`src/hw/pil_pkg.sv`:
```
// pil_pkg: constants and types of the port indicator block
// assumes a 200 MHz core clock and four downstream ports
package pil_pkg;
  localparam int unsigned NUM_PORTS     = 4;
  localparam int unsigned STATE_W       = 4;
  localparam int unsigned CODE_W        = 3;
  // timing
  localparam int unsigned CLK_PERIOD_NS = 5;
  localparam int unsigned BLINK_HALF_NS = 500000000;
  localparam int unsigned BLINK_HALF_CYCLES = BLINK_HALF_NS / CLK_PERIOD_NS;
  localparam int unsigned MOD_HALF_NS   = 50;
  localparam int unsigned MOD_HALF_CYCLES = MOD_HALF_NS / CLK_PERIOD_NS;
  localparam int unsigned BLINK_CNT_W   = 27;
  localparam int unsigned MOD_CNT_W     = 4;
  // register byte offsets
  localparam logic [7:0] OFS_CTRL   = 8'h00;
  localparam logic [7:0] OFS_MANUAL = 8'h04;
  localparam logic [7:0] OFS_STATUS = 8'h08;
  // control fields
  localparam int unsigned CTRL_MANUAL_BIT = 0;
  localparam int unsigned CTRL_POL_BIT    = 1;
  localparam int unsigned CTRL_MOD_BIT    = 2;
  localparam logic [2:0]  CTRL_RESET      = 3'h0;
  localparam logic [11:0] MANUAL_RESET    = 12'h000;
  // status fields
  localparam int unsigned STAT_GREEN_POS  = 0;
  localparam int unsigned STAT_AMBER_POS  = 4;
  localparam int unsigned STAT_MODE_POS   = 8;
  // AHB encodings
  localparam logic [1:0] HTRANS_NONSEQ = 2'h2;
  localparam logic       HRESP_OKAY    = 1'h0;
  // colour selections written by software in manual mode
  typedef enum logic [2:0] {
    PIL_OFF         = 3'h0,
    PIL_AMBER       = 3'h1,
    PIL_GREEN       = 3'h2,
    PIL_BLINK_GREEN = 3'h3,
    PIL_BLINK_AMBER = 3'h4,
    PIL_BLINK_RSVD  = 3'h5
  } pil_code_t;
  // port state machine states as delivered on the state input
  typedef enum logic [3:0] {
    PS_POWERED_OFF   = 4'h0,
    PS_DISCONNECTED  = 4'h1,
    PS_DISABLED      = 4'h2,
    PS_NOT_CONFIG    = 4'h3,
    PS_RESETTING     = 4'h4,
    PS_TESTING       = 4'h5,
    PS_ENABLED       = 4'h6,
    PS_TRANSMIT      = 4'h7,
    PS_TRANSMIT_R    = 4'h8,
    PS_SUSPENDED     = 4'h9,
    PS_RESUMING      = 4'hA,
    PS_SEND_EOR      = 4'hB,
    PS_RESTART       = 4'hC
  } pil_pstate_t;
endpackage : pil_pkg

```
`src/hw/pil_tick_if.sv`:
```
// pil_tick_if: carries blink and modulation phases between pil modules
// assumes both ends run on the same core clock
`timescale 1ns/10ps
interface pil_tick_if;
  logic blink_phase;
  logic mod_phase;
  modport gen (output blink_phase, output mod_phase);
  modport use_side (input blink_phase, input mod_phase);
endinterface : pil_tick_if

```
`src/hw/pil_tick_gen.sv`:
```
// pil_tick_gen: slow blink phase and fast modulation square wave
// assumes a synchronised active-low reset on the core clock
`timescale 1ns/10ps
module pil_tick_gen #(
  parameter int unsigned BLINK_HALF = pil_pkg::BLINK_HALF_CYCLES
) (
  input  wire logic   clk,
  input  wire logic   rst_n,
  pil_tick_if.gen     tick
);
  logic [pil_pkg::BLINK_CNT_W-1:0] blink_cnt;
  logic [pil_pkg::MOD_CNT_W-1:0]   mod_cnt;

  // equal halves, terminal count from the parameter
  always_ff @(posedge clk or negedge rst_n) begin
    if (!rst_n) begin
      blink_cnt        <= '0;
      tick.blink_phase <= 1'b0;
    end else if (blink_cnt == pil_pkg::BLINK_CNT_W'(BLINK_HALF - 1)) begin
      blink_cnt        <= '0;
      tick.blink_phase <= ~tick.blink_phase;
    end else begin
      blink_cnt <= blink_cnt + 1'b1;
    end
  end

  // square wave for power saving modulation
  always_ff @(posedge clk or negedge rst_n) begin
    if (!rst_n) begin
      mod_cnt        <= '0;
      tick.mod_phase <= 1'b0;
    end else if (mod_cnt ==
                 pil_pkg::MOD_CNT_W'(pil_pkg::MOD_HALF_CYCLES - 1)) begin
      mod_cnt        <= '0;
      tick.mod_phase <= ~tick.mod_phase;
    end else begin
      mod_cnt <= mod_cnt + 1'b1;
    end
  end
endmodule : pil_tick_gen

```
`src/hw/pil_top.sv`:
```
// pil_top: two-colour port indicator control for four hub ports
// assumes port state, overcurrent and babble inputs come from core-clock
// logic of the hub, and an AHB-Lite master with single word transfers
//
// Overview of operation
// - auto mode: powered-off port dark, amber if power cut by overcurrent
// - auto mode: both colours off in all inactive port states
// - auto mode: green lit in Enabled, Transmit or TransmitR
// - outputs may be square-wave modulated to save LED power
// - active output level selectable, low or high means lit
// - manual mode: host-selected colour is shown unless overcurrent or babble overrides it
// - blinking patterns available in manual mode
// - manual mode: babble blinks green, overcurrent shows steady amber
// - manual: off/green blinking means software attention; steady meanings
// - manual: off/amber blinking means hardware attention
// - reset starts in automatic mode without blinking
`timescale 1ns/10ps
module pil_top #(
  parameter int unsigned BLINK_HALF = pil_pkg::BLINK_HALF_CYCLES
) (
  input  wire logic                                        REF_CLK,
  input  wire logic                                        RST_N,
  input  wire logic                                        HSEL,
  input  wire logic [31:0]                                 HADDR,
  input  wire logic [1:0]                                  HTRANS,
  input  wire logic                                        HWRITE,
  input  wire logic [2:0]                                  HSIZE,
  input  wire logic [31:0]                                 HWDATA,
  input  wire logic                                        HREADY,
  output logic      [31:0]                                 HRDATA,
  output logic                                             HREADYOUT,
  output logic                                             HRESP,
  input  wire logic [pil_pkg::NUM_PORTS*pil_pkg::STATE_W-1:0] PORT_STATE,
  input  wire logic [pil_pkg::NUM_PORTS-1:0]               PORT_OVC_OFF,
  input  wire logic [pil_pkg::NUM_PORTS-1:0]               PORT_OVC,
  input  wire logic [pil_pkg::NUM_PORTS-1:0]               PORT_BABBLE,
  output logic      [pil_pkg::NUM_PORTS-1:0]               LED_GREEN,
  output logic      [pil_pkg::NUM_PORTS-1:0]               LED_AMBER
);
  localparam int unsigned NP = pil_pkg::NUM_PORTS;
  localparam int unsigned CW = pil_pkg::CODE_W;

  logic              rst_meta;
  logic              rst_n;
  logic [2:0]        ctrl;
  logic [NP*CW-1:0]  manual;
  logic [2:0]        next_ctrl;
  logic [NP*CW-1:0]  next_manual;
  logic              wr_pend;
  logic [7:0]        wr_addr;
  logic              rd_req;
  logic [7:0]        rd_addr;
  logic [NP-1:0]     lit_green;
  logic [NP-1:0]     lit_amber;
  logic [31:0]       next_rdata;

  pil_tick_if tick ();

  // reset release through two flops; assertion stays asynchronous
  always_ff @(posedge REF_CLK or negedge RST_N) begin
    if (!RST_N) begin
      rst_meta <= 1'b0;
      rst_n    <= 1'b0;
    end else begin
      rst_meta <= 1'b1;
      rst_n    <= rst_meta;
    end
  end

  pil_tick_gen #(
    .BLINK_HALF (BLINK_HALF)
  ) u_tick (
    .clk   (REF_CLK),
    .rst_n (rst_n),
    .tick  (tick.gen)
  );

  // AHB-Lite slave: zero wait states, always OKAY
  assign HREADYOUT = 1'b1;
  assign HRESP     = pil_pkg::HRESP_OKAY;
  assign rd_req    = HSEL && HREADY && (HTRANS == pil_pkg::HTRANS_NONSEQ)
                     && !HWRITE;
  assign rd_addr   = HADDR[7:0];

  // address phase of a write is held until its data phase
  always_ff @(posedge REF_CLK or negedge rst_n) begin
    if (!rst_n) begin
      wr_pend <= 1'b0;
      wr_addr <= 8'h00;
    end else if (HREADY) begin
      wr_pend <= HSEL && (HTRANS == pil_pkg::HTRANS_NONSEQ) && HWRITE;
      wr_addr <= HADDR[7:0];
    end
  end

  always_comb begin
    next_ctrl   = ctrl;
    next_manual = manual;
    if (wr_pend && wr_addr == pil_pkg::OFS_CTRL) begin
      next_ctrl = HWDATA[2:0];
    end else if (wr_pend && wr_addr == pil_pkg::OFS_MANUAL) begin
      next_manual = HWDATA[NP*CW-1:0];
    end
  end

  // host selection is stored as written; hardware faults and reserved codes change what is shown
  always_ff @(posedge REF_CLK or negedge rst_n) begin
    if (!rst_n) begin
      ctrl   <= pil_pkg::CTRL_RESET; // automatic, active low
      manual <= pil_pkg::MANUAL_RESET;
    end else begin
      ctrl   <= next_ctrl;
      manual <= next_manual;
    end
  end

  // control and manual read data built from next values so a write just ahead is seen; status uses current values
  always_comb begin
    next_rdata = 32'h0000_0000;
    if (rd_addr == pil_pkg::OFS_CTRL) begin
      next_rdata[2:0] = next_ctrl;
    end else if (rd_addr == pil_pkg::OFS_MANUAL) begin
      next_rdata[NP*CW-1:0] = next_manual;
    end else if (rd_addr == pil_pkg::OFS_STATUS) begin
      next_rdata[pil_pkg::STAT_GREEN_POS +: NP] = lit_green;
      next_rdata[pil_pkg::STAT_AMBER_POS +: NP] = lit_amber;
      next_rdata[pil_pkg::STAT_MODE_POS] = ctrl[pil_pkg::CTRL_MANUAL_BIT];
    end
  end

  always_ff @(posedge REF_CLK or negedge rst_n) begin
    if (!rst_n) begin
      HRDATA <= 32'h0000_0000;
    end else if (rd_req) begin
      HRDATA <= next_rdata;
    end
  end

  // per-port colour decision
  genvar gi;
  generate
    for (gi = 0; gi < NP; gi++) begin : g_port
      pil_pkg::pil_pstate_t pst;
      pil_pkg::pil_code_t   code;
      logic                 auto_g;
      logic                 auto_a;
      logic                 man_g;
      logic                 man_a;
      logic                 drv_g;
      logic                 drv_a;

      assign pst  = pil_pkg::pil_pstate_t'(PORT_STATE[gi*pil_pkg::STATE_W +:
                                                     pil_pkg::STATE_W]);
      assign code = pil_pkg::pil_code_t'(manual[gi*CW +: CW]);

      // automatic mode follows the port state, never blinks
      always_comb begin
        auto_g = 1'b0;
        auto_a = 1'b0;
        case (pst)
          pil_pkg::PS_POWERED_OFF: auto_a = PORT_OVC_OFF[gi];
          pil_pkg::PS_ENABLED,
          pil_pkg::PS_TRANSMIT,
          pil_pkg::PS_TRANSMIT_R:  auto_g = 1'b1;
          default: begin
            auto_g = 1'b0; // inactive states stay dark
            auto_a = 1'b0;
          end
        endcase
      end

      // manual mode: hardware faults override the host choice
      always_comb begin
        man_g = 1'b0;
        man_a = 1'b0;
        if (PORT_OVC[gi]) begin
          man_a = 1'b1; // steady amber only
        end else if (PORT_BABBLE[gi]) begin
          man_g = tick.blink_phase; // blinking green
        end else begin
          case (code)
            pil_pkg::PIL_AMBER:       man_a = 1'b1; // error
            pil_pkg::PIL_GREEN:       man_g = 1'b1; // operational
            pil_pkg::PIL_BLINK_GREEN: man_g = tick.blink_phase;
            pil_pkg::PIL_BLINK_AMBER: man_a = tick.blink_phase;
            // reserved pattern is shown dark rather than guessed
            default: begin
              man_g = 1'b0;
              man_a = 1'b0;
            end
          endcase
        end
      end

      assign lit_green[gi] = ctrl[pil_pkg::CTRL_MANUAL_BIT] ? man_g : auto_g;
      assign lit_amber[gi] = ctrl[pil_pkg::CTRL_MANUAL_BIT] ? man_a : auto_a;

      // modulation only chops lit lines; dark lines stay steady
      assign drv_g = lit_green[gi] &
                     (~ctrl[pil_pkg::CTRL_MOD_BIT] | tick.mod_phase);
      assign drv_a = lit_amber[gi] &
                     (~ctrl[pil_pkg::CTRL_MOD_BIT] | tick.mod_phase);

      // registered pins, reset to the dark level of active-low polarity
      always_ff @(posedge REF_CLK or negedge rst_n) begin
        if (!rst_n) begin
          LED_GREEN[gi] <= 1'b1;
          LED_AMBER[gi] <= 1'b1;
        end else begin
          LED_GREEN[gi] <= drv_g ~^ ctrl[pil_pkg::CTRL_POL_BIT];
          LED_AMBER[gi] <= drv_a ~^ ctrl[pil_pkg::CTRL_POL_BIT];
        end
      end
    end
  endgenerate
endmodule : pil_top

```
`config.mk`:
```
export PLATFORM = sky130hd
export DESIGN_NAME = pil_top
export DESIGN_NICKNAME = d
export VERILOG_FILES = /design/src/hw/pil_pkg.sv /design/src/hw/pil_tick_if.sv /design/src/hw/pil_tick_gen.sv /design/src/hw/pil_top.sv
export SDC_FILE = /design/constraint.sdc
export NUM_CORES = 1
export LEC_CHECK = 0
export BUFFER_PORTS_ARGS = -buffer_cell sky130_fd_sc_hd__buf_2
export CAP_MARGIN = 10
export CORE_AREA = 2 2 92 94
export DETAILED_ROUTE_END_ITERATION = 7
export DIE_AREA = 0 0 94 96
export PLACE_DENSITY_LB_ADDON = 0.25
export SETUP_SLACK_MARGIN = 0.4
export SYNTH_ARGS = -nofsm -noshare
export SYNTH_HDL_FRONTEND = slang
export SYNTH_SLANG_ARGS = --single-unit
```
`constraint.sdc`:
```
create_clock -name REF_CLK -period 3 [get_ports REF_CLK]
set_input_delay 0.9 -clock REF_CLK [delete_from_list [all_inputs] [get_ports REF_CLK]]
set_output_delay 0.9 -clock REF_CLK [all_outputs]
set_load 0.1 [all_outputs]
```
==> metrics, run 1 <==
register area roughly 2000 µm²; Slew Viols, Final 0; placement row count 33; first-pass GRT wire length between 10000 and 15000 µm; vias in the first global route ~2800; Synthesis Warnings 0; Post-Route WL 8054 µm; Critical Path Sink HRDATA[2]; first-pass detailed-route iteration total 4; WS Path Type in2reg; initial antenna violation count 1; Synth top cells by count dfrtp_1 (71), nor2_1 (32), buf_4 (22); FF-to-FF path depth 5; mux share of post-synthesis cell area 7.285%; hpwl dp slightly below 6000 µm; measured slew at the worst slew-check pin about 0.74 ns; final instance area roughly 4600 µm²; clk_skew roughly 0.011 ns; starting density of the core about half; Clock Sink Count roughly 80; Arrival @ worst endpoint between 2 and 3 ns; post-route ant nets 0; peak supply drop 0.0003014 V; main combinational cell family by area after synthesis simple AND/OR/NAND/NOR gates; Cells after Synth between 300 and 400; XOR/XNOR Fraction of Synth Area about 7.3%; H-tree depth 3; startpoint types input pin; f_max 0.4386 GHz; routed len/inst 14.41 µm; asr flop ratio synth 100.0%; Simple-Gate Fraction of Synth Area between 10% and 20%; Area Overhead vs Synth 16.38%; vias per inst 5.168; Residual DRC 0; post-CTS setup buffers 0; RR Endpoint HRDATA[2]; status complete, no violations; Mapped Area 3950 µm²; r2r setup slk about 0.77 ns; Top Ports about 140; Setup crit start HADDR[5]; sequential-to-total area share from yosys stat 50.30%; number of max-cap violations 0; share of layout cells above drive strength 1 28.92%; most used cell, CP or4_1; Reg clk slew, reported paths approximately 0.08 ns; width of the die about 94 µm; Core Box Area about 8100 µm²; die height 96 µm; die area ~9000 µm²; post-synthesis cell type count 52; worst r2r src wr_addr[1]; setup violators final 0; CP Max Fanout 4; initial DRC count 153; Via Count 2889; Final period util about three quarters; fin nets ~550; minimum clock period approximately 2.3 ns; Total Neg Setup Slack 0 ns; Worst-Skew Late Latency between 0.3 and 0.4 ns; Largest stage delay, worst path around 0.53 ns; RSZ-0062 raised after global routing no; required time of the critical path 3.22 ns; Layout Utilization a little under three fifths; pwr dens roughly 530 nW/µm²; Post-synth EDFFs 0; Rel. slew slack roughly 51%; adder-cell share of the synthesized area less than 1%; Yosys reg bits 79; # fillers 730; top post-synthesis cells by area dfrtp_1 (45%), dfstp_2 (5.3%), buf_4 (4.2%); Post-CTS Hold Buffers 0; Compound-Gate Fraction of Synth Area under 10%; cts repair resizes 0; area post-placement ~4400 µm²; CTS Root Cell clkbuf_8; Final GP Congestion around 0.78; Avg Inst Size Synth roughly 11 µm²; TritonCTS buffer count 9; Overflow after GRT 0; Worst setup EP type register; CP max-delay cell or4_1; static leakage roughly 2.2 nW; area occupied by multi-input gates approximately 1800 µm²; CTS max path bufs 2; Yosys top cell area share between 40 and 50%; Pwr Total between 2 and 2.5 mW; CTS tree done; largest net degree at the start of global routing 53; most common cell in the netlist dfrtp_1; Synth area leader dfrtp_1; Final Hold Viols 0; crit path cell chain buf_2, or4_1, or4_1, or3_1, o211a_1; Port Buf Inserts 74; predominant post-synthesis flop cell dfrtp_1; total track usage between 10% and 20%; Min-Delay Path Class reg2async
## stage by stage
stage	instances	hold slack (ns)	worst slack (ns)
after floorplan	390	0.3312	0.5828
after global placement	542	0.3021	0.3923
after detailed placement	542	0.2995	0.3863
after CTS	558	0.3072	0.7463
after global routing	558	0.3119	0.6603
final	559	0.2862	0.7202
## cells in the final DEF (no fill, tap or decap), types with 12 or more instances in the layout
cell type,Yosys,routed
buf_2,2,74
conb_1,2,23
dfrtp_1,71,70
mux2_2,14,14
nand2_1,21,21
nand2b_1,13,13
nand3_1,12,12
nor2_1,32,32
xnor2_1,18,18
xor2_1,15,15
## registers in the layout, indices dropped and copies added (netlist names)
| signal | cells |
|---|---|
| rst_n | 1 |
| HRDATA | 12 |
| wr_addr | 8 |
| wr_pend | 1 |
| u_tick.mod_cnt | 4 |
| ctrl | 3 |
| u_tick.blink_cnt | 27 |
| u_tick.tick.blink_phase | 1 |
| manual | 12 |
| LED_GREEN | 4 |
| LED_AMBER | 4 |
| u_tick.tick.mod_phase | 1 |
| rst_meta | 1 |
## cell families after synthesis
logic type,after synthesis
xor+xnor,33
fa+ha+maj,1
compound gates,49
flops,79
mux,24
simple gates,138
buf+inv,43
other cells,2
## worst min path at each step
stage | start | endpoint | slack (ns) | cells past startpoint
finish | rst_n | wr_addr[6] | 0.29 | 0
global route | RST_N | rst_meta | 0.31 | 1
global placement | rst_n | wr_addr[3] | 0.30 | 0
CTS | RST_N | rst_n | 0.31 | 1
floorplan | rst_meta | rst_n | 0.33 | 0
detailed placement | rst_n | wr_addr[3] | 0.30 | 0
## routing by layer
metal	up-vias	GRT usage, %	part of all wire (%)
li1	1412	-	-
met1	1388	26.50	49
met2	79	29.05	44
met3	10	3.837	5.6
met4	0	7.609	1.4
met5	-	0	0
## critical path, delay by kind of cell
kind / cells / cell delay (ns)
AND/OR/NAND/NOR: 3 / 1.38
AO/OA/AOI/OAI: 1 / 0.12
buffers and inverters: 1 / 0.11
## power breakdown
part / leakage (nW) / switching, mW / internal (mW)
Clock: 0.116 / 0.382 / 0.489
Combinational: 1.07 / 0.308 / 0.0926
Sequential: 1.01 / 0.0332 / 1.11
## final cells by class
class	count	area share (%)
inverters	10	0.8165
multi-input cells	268	38.89
repair buffers	80	9.309
clock inverters	6	1.824
flip-flops and latches	79	43.25
clock buffers	10	2.994
well taps	105	2.858
diodes	1	0.05444
No activity file was read; power rests on OpenSTA's default activity.
==> inputs of run 2 (changes only) <==
- clock period: 3 -> 2.3 ns (I/O delays scaled with it)
==> run 2 against run 1 <==
  * Flip-flop and latch count stayed put
  * Largest power group unchanged
  * Power increased by 36%
  * First-iteration DRC count up 23%
  * Combinational power up 39%
  * Critical path type is now reg2reg
  * Worst setup slack lost 0.56 ns
  * Global-route usage rose by 0.075 points
==> metrics, run 2 (synthesized netlist as in run 1, its figures left out) <==
TritonCTS buffer count 9 (unchanged); worst r2r src wr_addr[0]; worst hold slack 0.1119 ns (-0.1743 ns); die area 9024 µm² (unchanged); first-pass detailed-route iteration total 4 (unchanged); die height 96 µm (unchanged); Layout Utilization 60.89% (+3.8 points); total track usage 19.01% (+0.075 points); Biggest register u_tick.blink_cnt; number of max-cap violations 0 (unchanged); Residual DRC 0 (unchanged); f_max between 0.4 and 0.5 GHz; CP Max Fanout 5 (+1); minimum clock period 2.140 ns; Final Hold Viols 0 (unchanged); static leakage 2.338 nW (+6.8%); Overflow after GRT 0 (unchanged); vias per inst 5.215 (+0.90%); Reg clk slew, reported paths 0.08 ns (about the same); Setup crit start wr_addr[0]; dpl ws -0.04545 ns (-0.4317 ns); r2r setup slk 0.16 ns (-0.61 ns); pwr dens 669.3 nW/µm² (+27%); post-route ant nets 0 (unchanged); most common library cell in the layout ignoring fill and taps dfrtp_1; Worst setup EP type register; Port Buf Inserts 74 (unchanged); WS Path Type reg2reg; Largest regs u_tick.blink_cnt x27, HRDATA x12, manual x12; first-pass GRT wire length 13230 µm (-0.20%); final instance area 4902 µm² (+6.6%); startpoint types register; Final GP Congestion 0.7801 (about the same); Rel. slew slack 55.11% (+4.3 points); Top Ports 144 (unchanged); # fillers 674 (-7.7%); Cell Count, Final, Fillers Out 578 (+3.4%); Worst Path Buf+Inv 1 (unchanged); share of layout cells above drive strength 1 35.10% (+6.2 points); required time of the critical path 2.53 ns (-0.69 ns); Worst-Skew Late Latency 0.36 ns (+0.02 ns); placement row count 33 (unchanged); Min-Delay Path Class in2async; vias in the first global route 2805 (-0.92%); CP max-delay cell or4_4; Largest stage delay, worst path 0.55 ns (+0.02 ns); CTS Root Cell clkbuf_8; routed len/inst 14.36 µm (-0.33%); Post-CTS Hold Buffers 0 (unchanged); Via Count 3014 (+4.3%); Largest register FFs 27 (unchanged); Final period util 93.06%; initial DRC count 188 (+23%); Clock Sink Count 79 (unchanged); Worst path depth 6 (+1); FF-to-FF path depth 6 (+1); Arrival @ worst endpoint 2.37 ns (-0.13 ns); fin nets 571 (+3.6%); placed instance count 552 (+1.8%); worst setup margin 0.1596 ns (-0.5607 ns); RSZ-0062 raised after global routing yes; width of the die 94 µm (unchanged); Slew Viols, Final 0 (unchanged); peak supply drop 0.0003731 V (+24%); top cell family by delay on the critical path simple AND/OR/NAND/NOR gates; hpwl dp 6057 µm (+3.4%); H-tree depth 3 (unchanged); Core Box Area 8051 µm² (unchanged); status complete, no violations; measured slew at the worst slew-check pin 0.6720 ns (-0.06352 ns); largest net degree at the start of global routing 78 (+47%); Post-Route WL 8300 µm (+3.1%); initial antenna violation count 0 (-1); setup violators final 0 (unchanged); clk_skew 0.01567 ns (+0.005045 ns); # diodes 0 (-1); starting density of the core 49.06% (unchanged); CTS max path bufs 2 (unchanged); crit path cell chain or4_4, or3_4, buf_4, mux2_4, a22oi_2, o21ai_1; Area Overhead vs Synth 24.11%; CTS tree done; area post-placement 4488 µm² (+2.6%); leading cell types in the layout, fill and taps excluded dfrtp_1 (70), buf_2 (65), nor2_1 (30)
[run 2: worst register-to-register path: stages, from the launching register on]
cell,delay (ns)
dfrtp_1,0.38
or4_4,0.55
or3_4,0.44
buf_4,0.16
mux2_4,0.30
a22oi_2,0.11
o21ai_1,0.09
[run 2: cell type report]
type                       instances  area, µm²  share of cell area [%]
clock buffer                       9      123.9                   2.527
clock inverter                     7      120.1                   2.450
inverter                          10      37.54                  0.7657
multi-input combinational        268       1886                   38.46
sequential                        79       1988                   40.56
tap                              105      131.4                   2.680
timing repair buffer             100      615.6                   12.56
[run 2: path summary, 6_finish.rpt]
check	to
worst max-delay path	HRDATA[0]
min in group REF_CLK	rst_n
max in group asynchronous	LED_GREEN[3]
worst max register to register	HRDATA[0]
worst min register to register	u_tick.blink_cnt[16]
worst min-delay path	rst_n
[run 2: stage by stage]
stage / power, mW / TNS [ns]
2_1_floorplan: 1.965 / 0
3_3_place_gp: 2.045 / -0.008522
3_5_place_dp: 2.053 / -0.04725
4_1_cts: 3.305 / 0
5_1_grt: 3.415 / 0
6_report: 3.281 / 0
[run 2: routing by layer]
layer  share of wire, %  track usage, %
met1                 44           25.65
met4                1.1           7.246
met3                5.5           4.464
met2                 49           30.00
met5                  0               0
[run 2: report_power, final]
part	internal (mW)	switching [mW]
registers	1.45	0.0389
clock network	0.724	0.514
logic	0.139	0.417
total	2.31	0.970
[run 2: repair_timing]
item | CTS | global route
endpoints found under the setup margin | 42 | 33
setup buffers | 2 | 8
gates resized for setup | 14 | 13
cloned | 0 | 0
pin swaps | 5 | 9
==> inputs of run 3 (changes only) <==
- BUFFER_PORTS_ARGS: -buffer_cell sky130_fd_sc_hd__buf_2 -> unset
- CELL_PAD_IN_SITES_DETAIL_PLACEMENT: unset -> 1
- CELL_PAD_IN_SITES_GLOBAL_PLACEMENT: unset -> 1
- CORE_AREA: 2 2 92 94 -> 2 2 94 96
- DIE_AREA: 0 0 94 96 -> 0 0 96 98
- DONT_BUFFER_PORTS: unset -> 1
- RECOVER_POWER: unset -> 50
==> run 3 against run 2 <==
  * Combinational power decreased by 28%
  * Final area decreased by 5.1%
  * First-iteration DRC count decreased by 61%
  * Clock power decreased by 6%
  * Cell count decreased by 9.3%
  * Power decreased by 4.1%
  * Critical path depth decreased by 1
  * Worst hold slack got worse by 0.086 ns
  * Critical endpoint is now HRDATA[2]
  * Highest routed layer unchanged
==> metrics, run 3 (synthesized netlist as in run 1, its figures left out) <==
minimum clock period 2.156 ns (+0.01593 ns); CTS max path bufs 2 (unchanged); Top Ports 144 (unchanged); # diodes 0 (unchanged); Overflow after GRT 0 (unchanged); initial DRC count 73 (-61%); hpwl dp 6708 µm (+11%); Post-Route WL 9313 µm (+12%); required time of the critical path 2.53 ns (about the same); die area 9408 µm² (+4.3%); static leakage 2.105 nW (-10%); status complete, no violations; first-pass detailed-route iteration total 4 (unchanged); Final Hold Viols 0 (unchanged); Total Neg Setup Slack 0 ns (unchanged); Biggest register u_tick.blink_cnt; f_max 0.4637 GHz (-0.74%); number of max-cap violations 0 (unchanged); register area 2009 µm² (+1.1%); Largest regs u_tick.blink_cnt x27, HRDATA x12, manual x12; CTS Root Cell clkbuf_8; post-route ant nets 0 (unchanged); Residual DRC 0 (unchanged); total track usage 20.21% (+1.2 points); Final GP Congestion 0.7671 (-1.7%); width of the die 96 µm (+2.1%); pwr dens 676.4 nW/µm² (+1.1%); routed len/inst 17.77 µm (+24%); Layout Utilization 54.94% (-5.9 points); Worst-Skew Late Latency 0.35 ns (about the same); Via Count 2842 (-5.7%); TritonCTS buffer count 9 (unchanged); Port Buf Inserts 0 (-100%); peak supply drop 0.0004596 V (+23%); WS Path Type reg2reg; Slew Viols, Final 0 (unchanged); Core Box Area 8466 µm² (+5.1%); startpoint types register; # fillers 921 (+37%); measured slew at the worst slew-check pin 0.8703 ns (+0.1983 ns); Final period util 93.75% (+0.69 points); H-tree depth 3 (unchanged); largest net degree at the start of global routing 64 (-18%); Clock Sink Count 79 (unchanged); vias in the first global route 2951 (+5.2%); die height 98 µm (+2.1%); Cell Count, Final, Fillers Out 524 (-9.3%); area occupied by multi-input gates 1907 µm² (+1.1%); placed instance count 491 (-11%); first-pass GRT wire length 14700 µm (+11%); vias per inst 5.424 (+4.0%); Worst setup EP type register; Min-Delay Path Class in2async; starting density of the core 46.66% (-2.4 points); share of layout cells above drive strength 1 26.44% (-8.7 points); Arrival @ worst endpoint 2.39 ns (+0.02 ns); RSZ-0062 raised after global routing yes; CP Max Fanout 5 (unchanged); most common library cell in the layout ignoring fill and taps dfrtp_1; Rel. slew slack 41.98% (-13 points); Reg clk slew, reported paths 0.09 ns (about the same); CTS tree done; Post-CTS Hold Buffers 0 (unchanged); Area Overhead vs Synth 17.74%; setup violators final 0 (unchanged); fin nets 514 (-10%); leading cell types in the layout, fill and taps excluded dfrtp_1 (71), buf_4 (36), nor2_1 (30); initial antenna violation count 0 (unchanged); placement row count 34 (+3.0%); clk_skew 0.01331 ns (-0.002363 ns); Largest register FFs 27 (unchanged)
-- run 3: cell count changes in the layout (fill, tap and decap cells not counted), sizes merged --
cell      previous run  this run
buf                 99        40
clkbuf              10        14
bufinv               3         2
clkinv               2         3
clkinvlp             1         0
inv                 11        10
-- run 3: worst max-delay path, stage by stage (launching register included) --
cell and delay, ns:
dfrtp_1 0.39, or4b_4 0.57, or3_4 0.40, mux2_4 0.32, nor2b_4 0.13, o211a_1 0.23
-- run 3: layer usage --
layer / share of wire [%] / GRT usage, %
met2: 49 / 32.21
met3: 6.2 / 4.784
met5: 0 / 0
met1: 44 / 26.80
met4: 1.4 / 7.253
-- run 3: final timing paths --
check | from | to | slack (ns) | depth (start not counted)
worst max-delay path | wr_addr[7] | HRDATA[2] | 0.14 | 5
worst min-delay path | RST_N | rst_n | 0.03 | 0
worst max register to register | wr_addr[7] | HRDATA[2] | 0.14 | 5
worst min register to register | rst_n | wr_addr[1] | 0.25 | 0
max in group asynchronous | rst_n | manual[1] | 0.69 | 1
min in group REF_CLK | rst_meta | rst_n | 0.37 | 0
-- run 3: report_power, final --
group          total (mW)  switching [mW]  internal [mW]
sequential           1.59           0.129           1.46
combinational       0.399           0.303         0.0969
clock                1.16           0.516          0.644
-- run 3: cell type report --
type | count | share of cell area (%)
Inverter | 10 | 0.8071
Clock inverter | 5 | 1.776
Tap cell | 108 | 2.906
Timing Repair Buffer | 43 | 7.264
Clock buffer | 11 | 3.040
Multi-Input combinational cell | 268 | 41.00
Sequential cell | 79 | 43.21
-- run 3: timing repair --
item | 4_1_cts | 5_1_grt
pin swaps | 7 | 11
endpoints found under the setup margin | 36 | 41
endpoints found under the hold margin | 0 | 0
buffers inserted | 5 | 12
resized for setup | 11 | 18
-- run 3: metrics by stage --
stage / hold slack [ns] / setup WS, ns / cell area, µm² / power, mW
2_1_floorplan: 0.3311 / 0.1194 / 4086 / 1.965
3_3_place_gp: 0.1839 / 0.1104 / 4197 / 1.986
3_5_place_dp: 0.1894 / 0.08443 / 4197 / 1.995
4_1_cts: 0.01693 / 0.1180 / 4492 / 3.149
5_1_grt: 0.009071 / 0.1132 / 4651 / 3.252
6_report: 0.02590 / 0.1437 / 4651 / 3.146
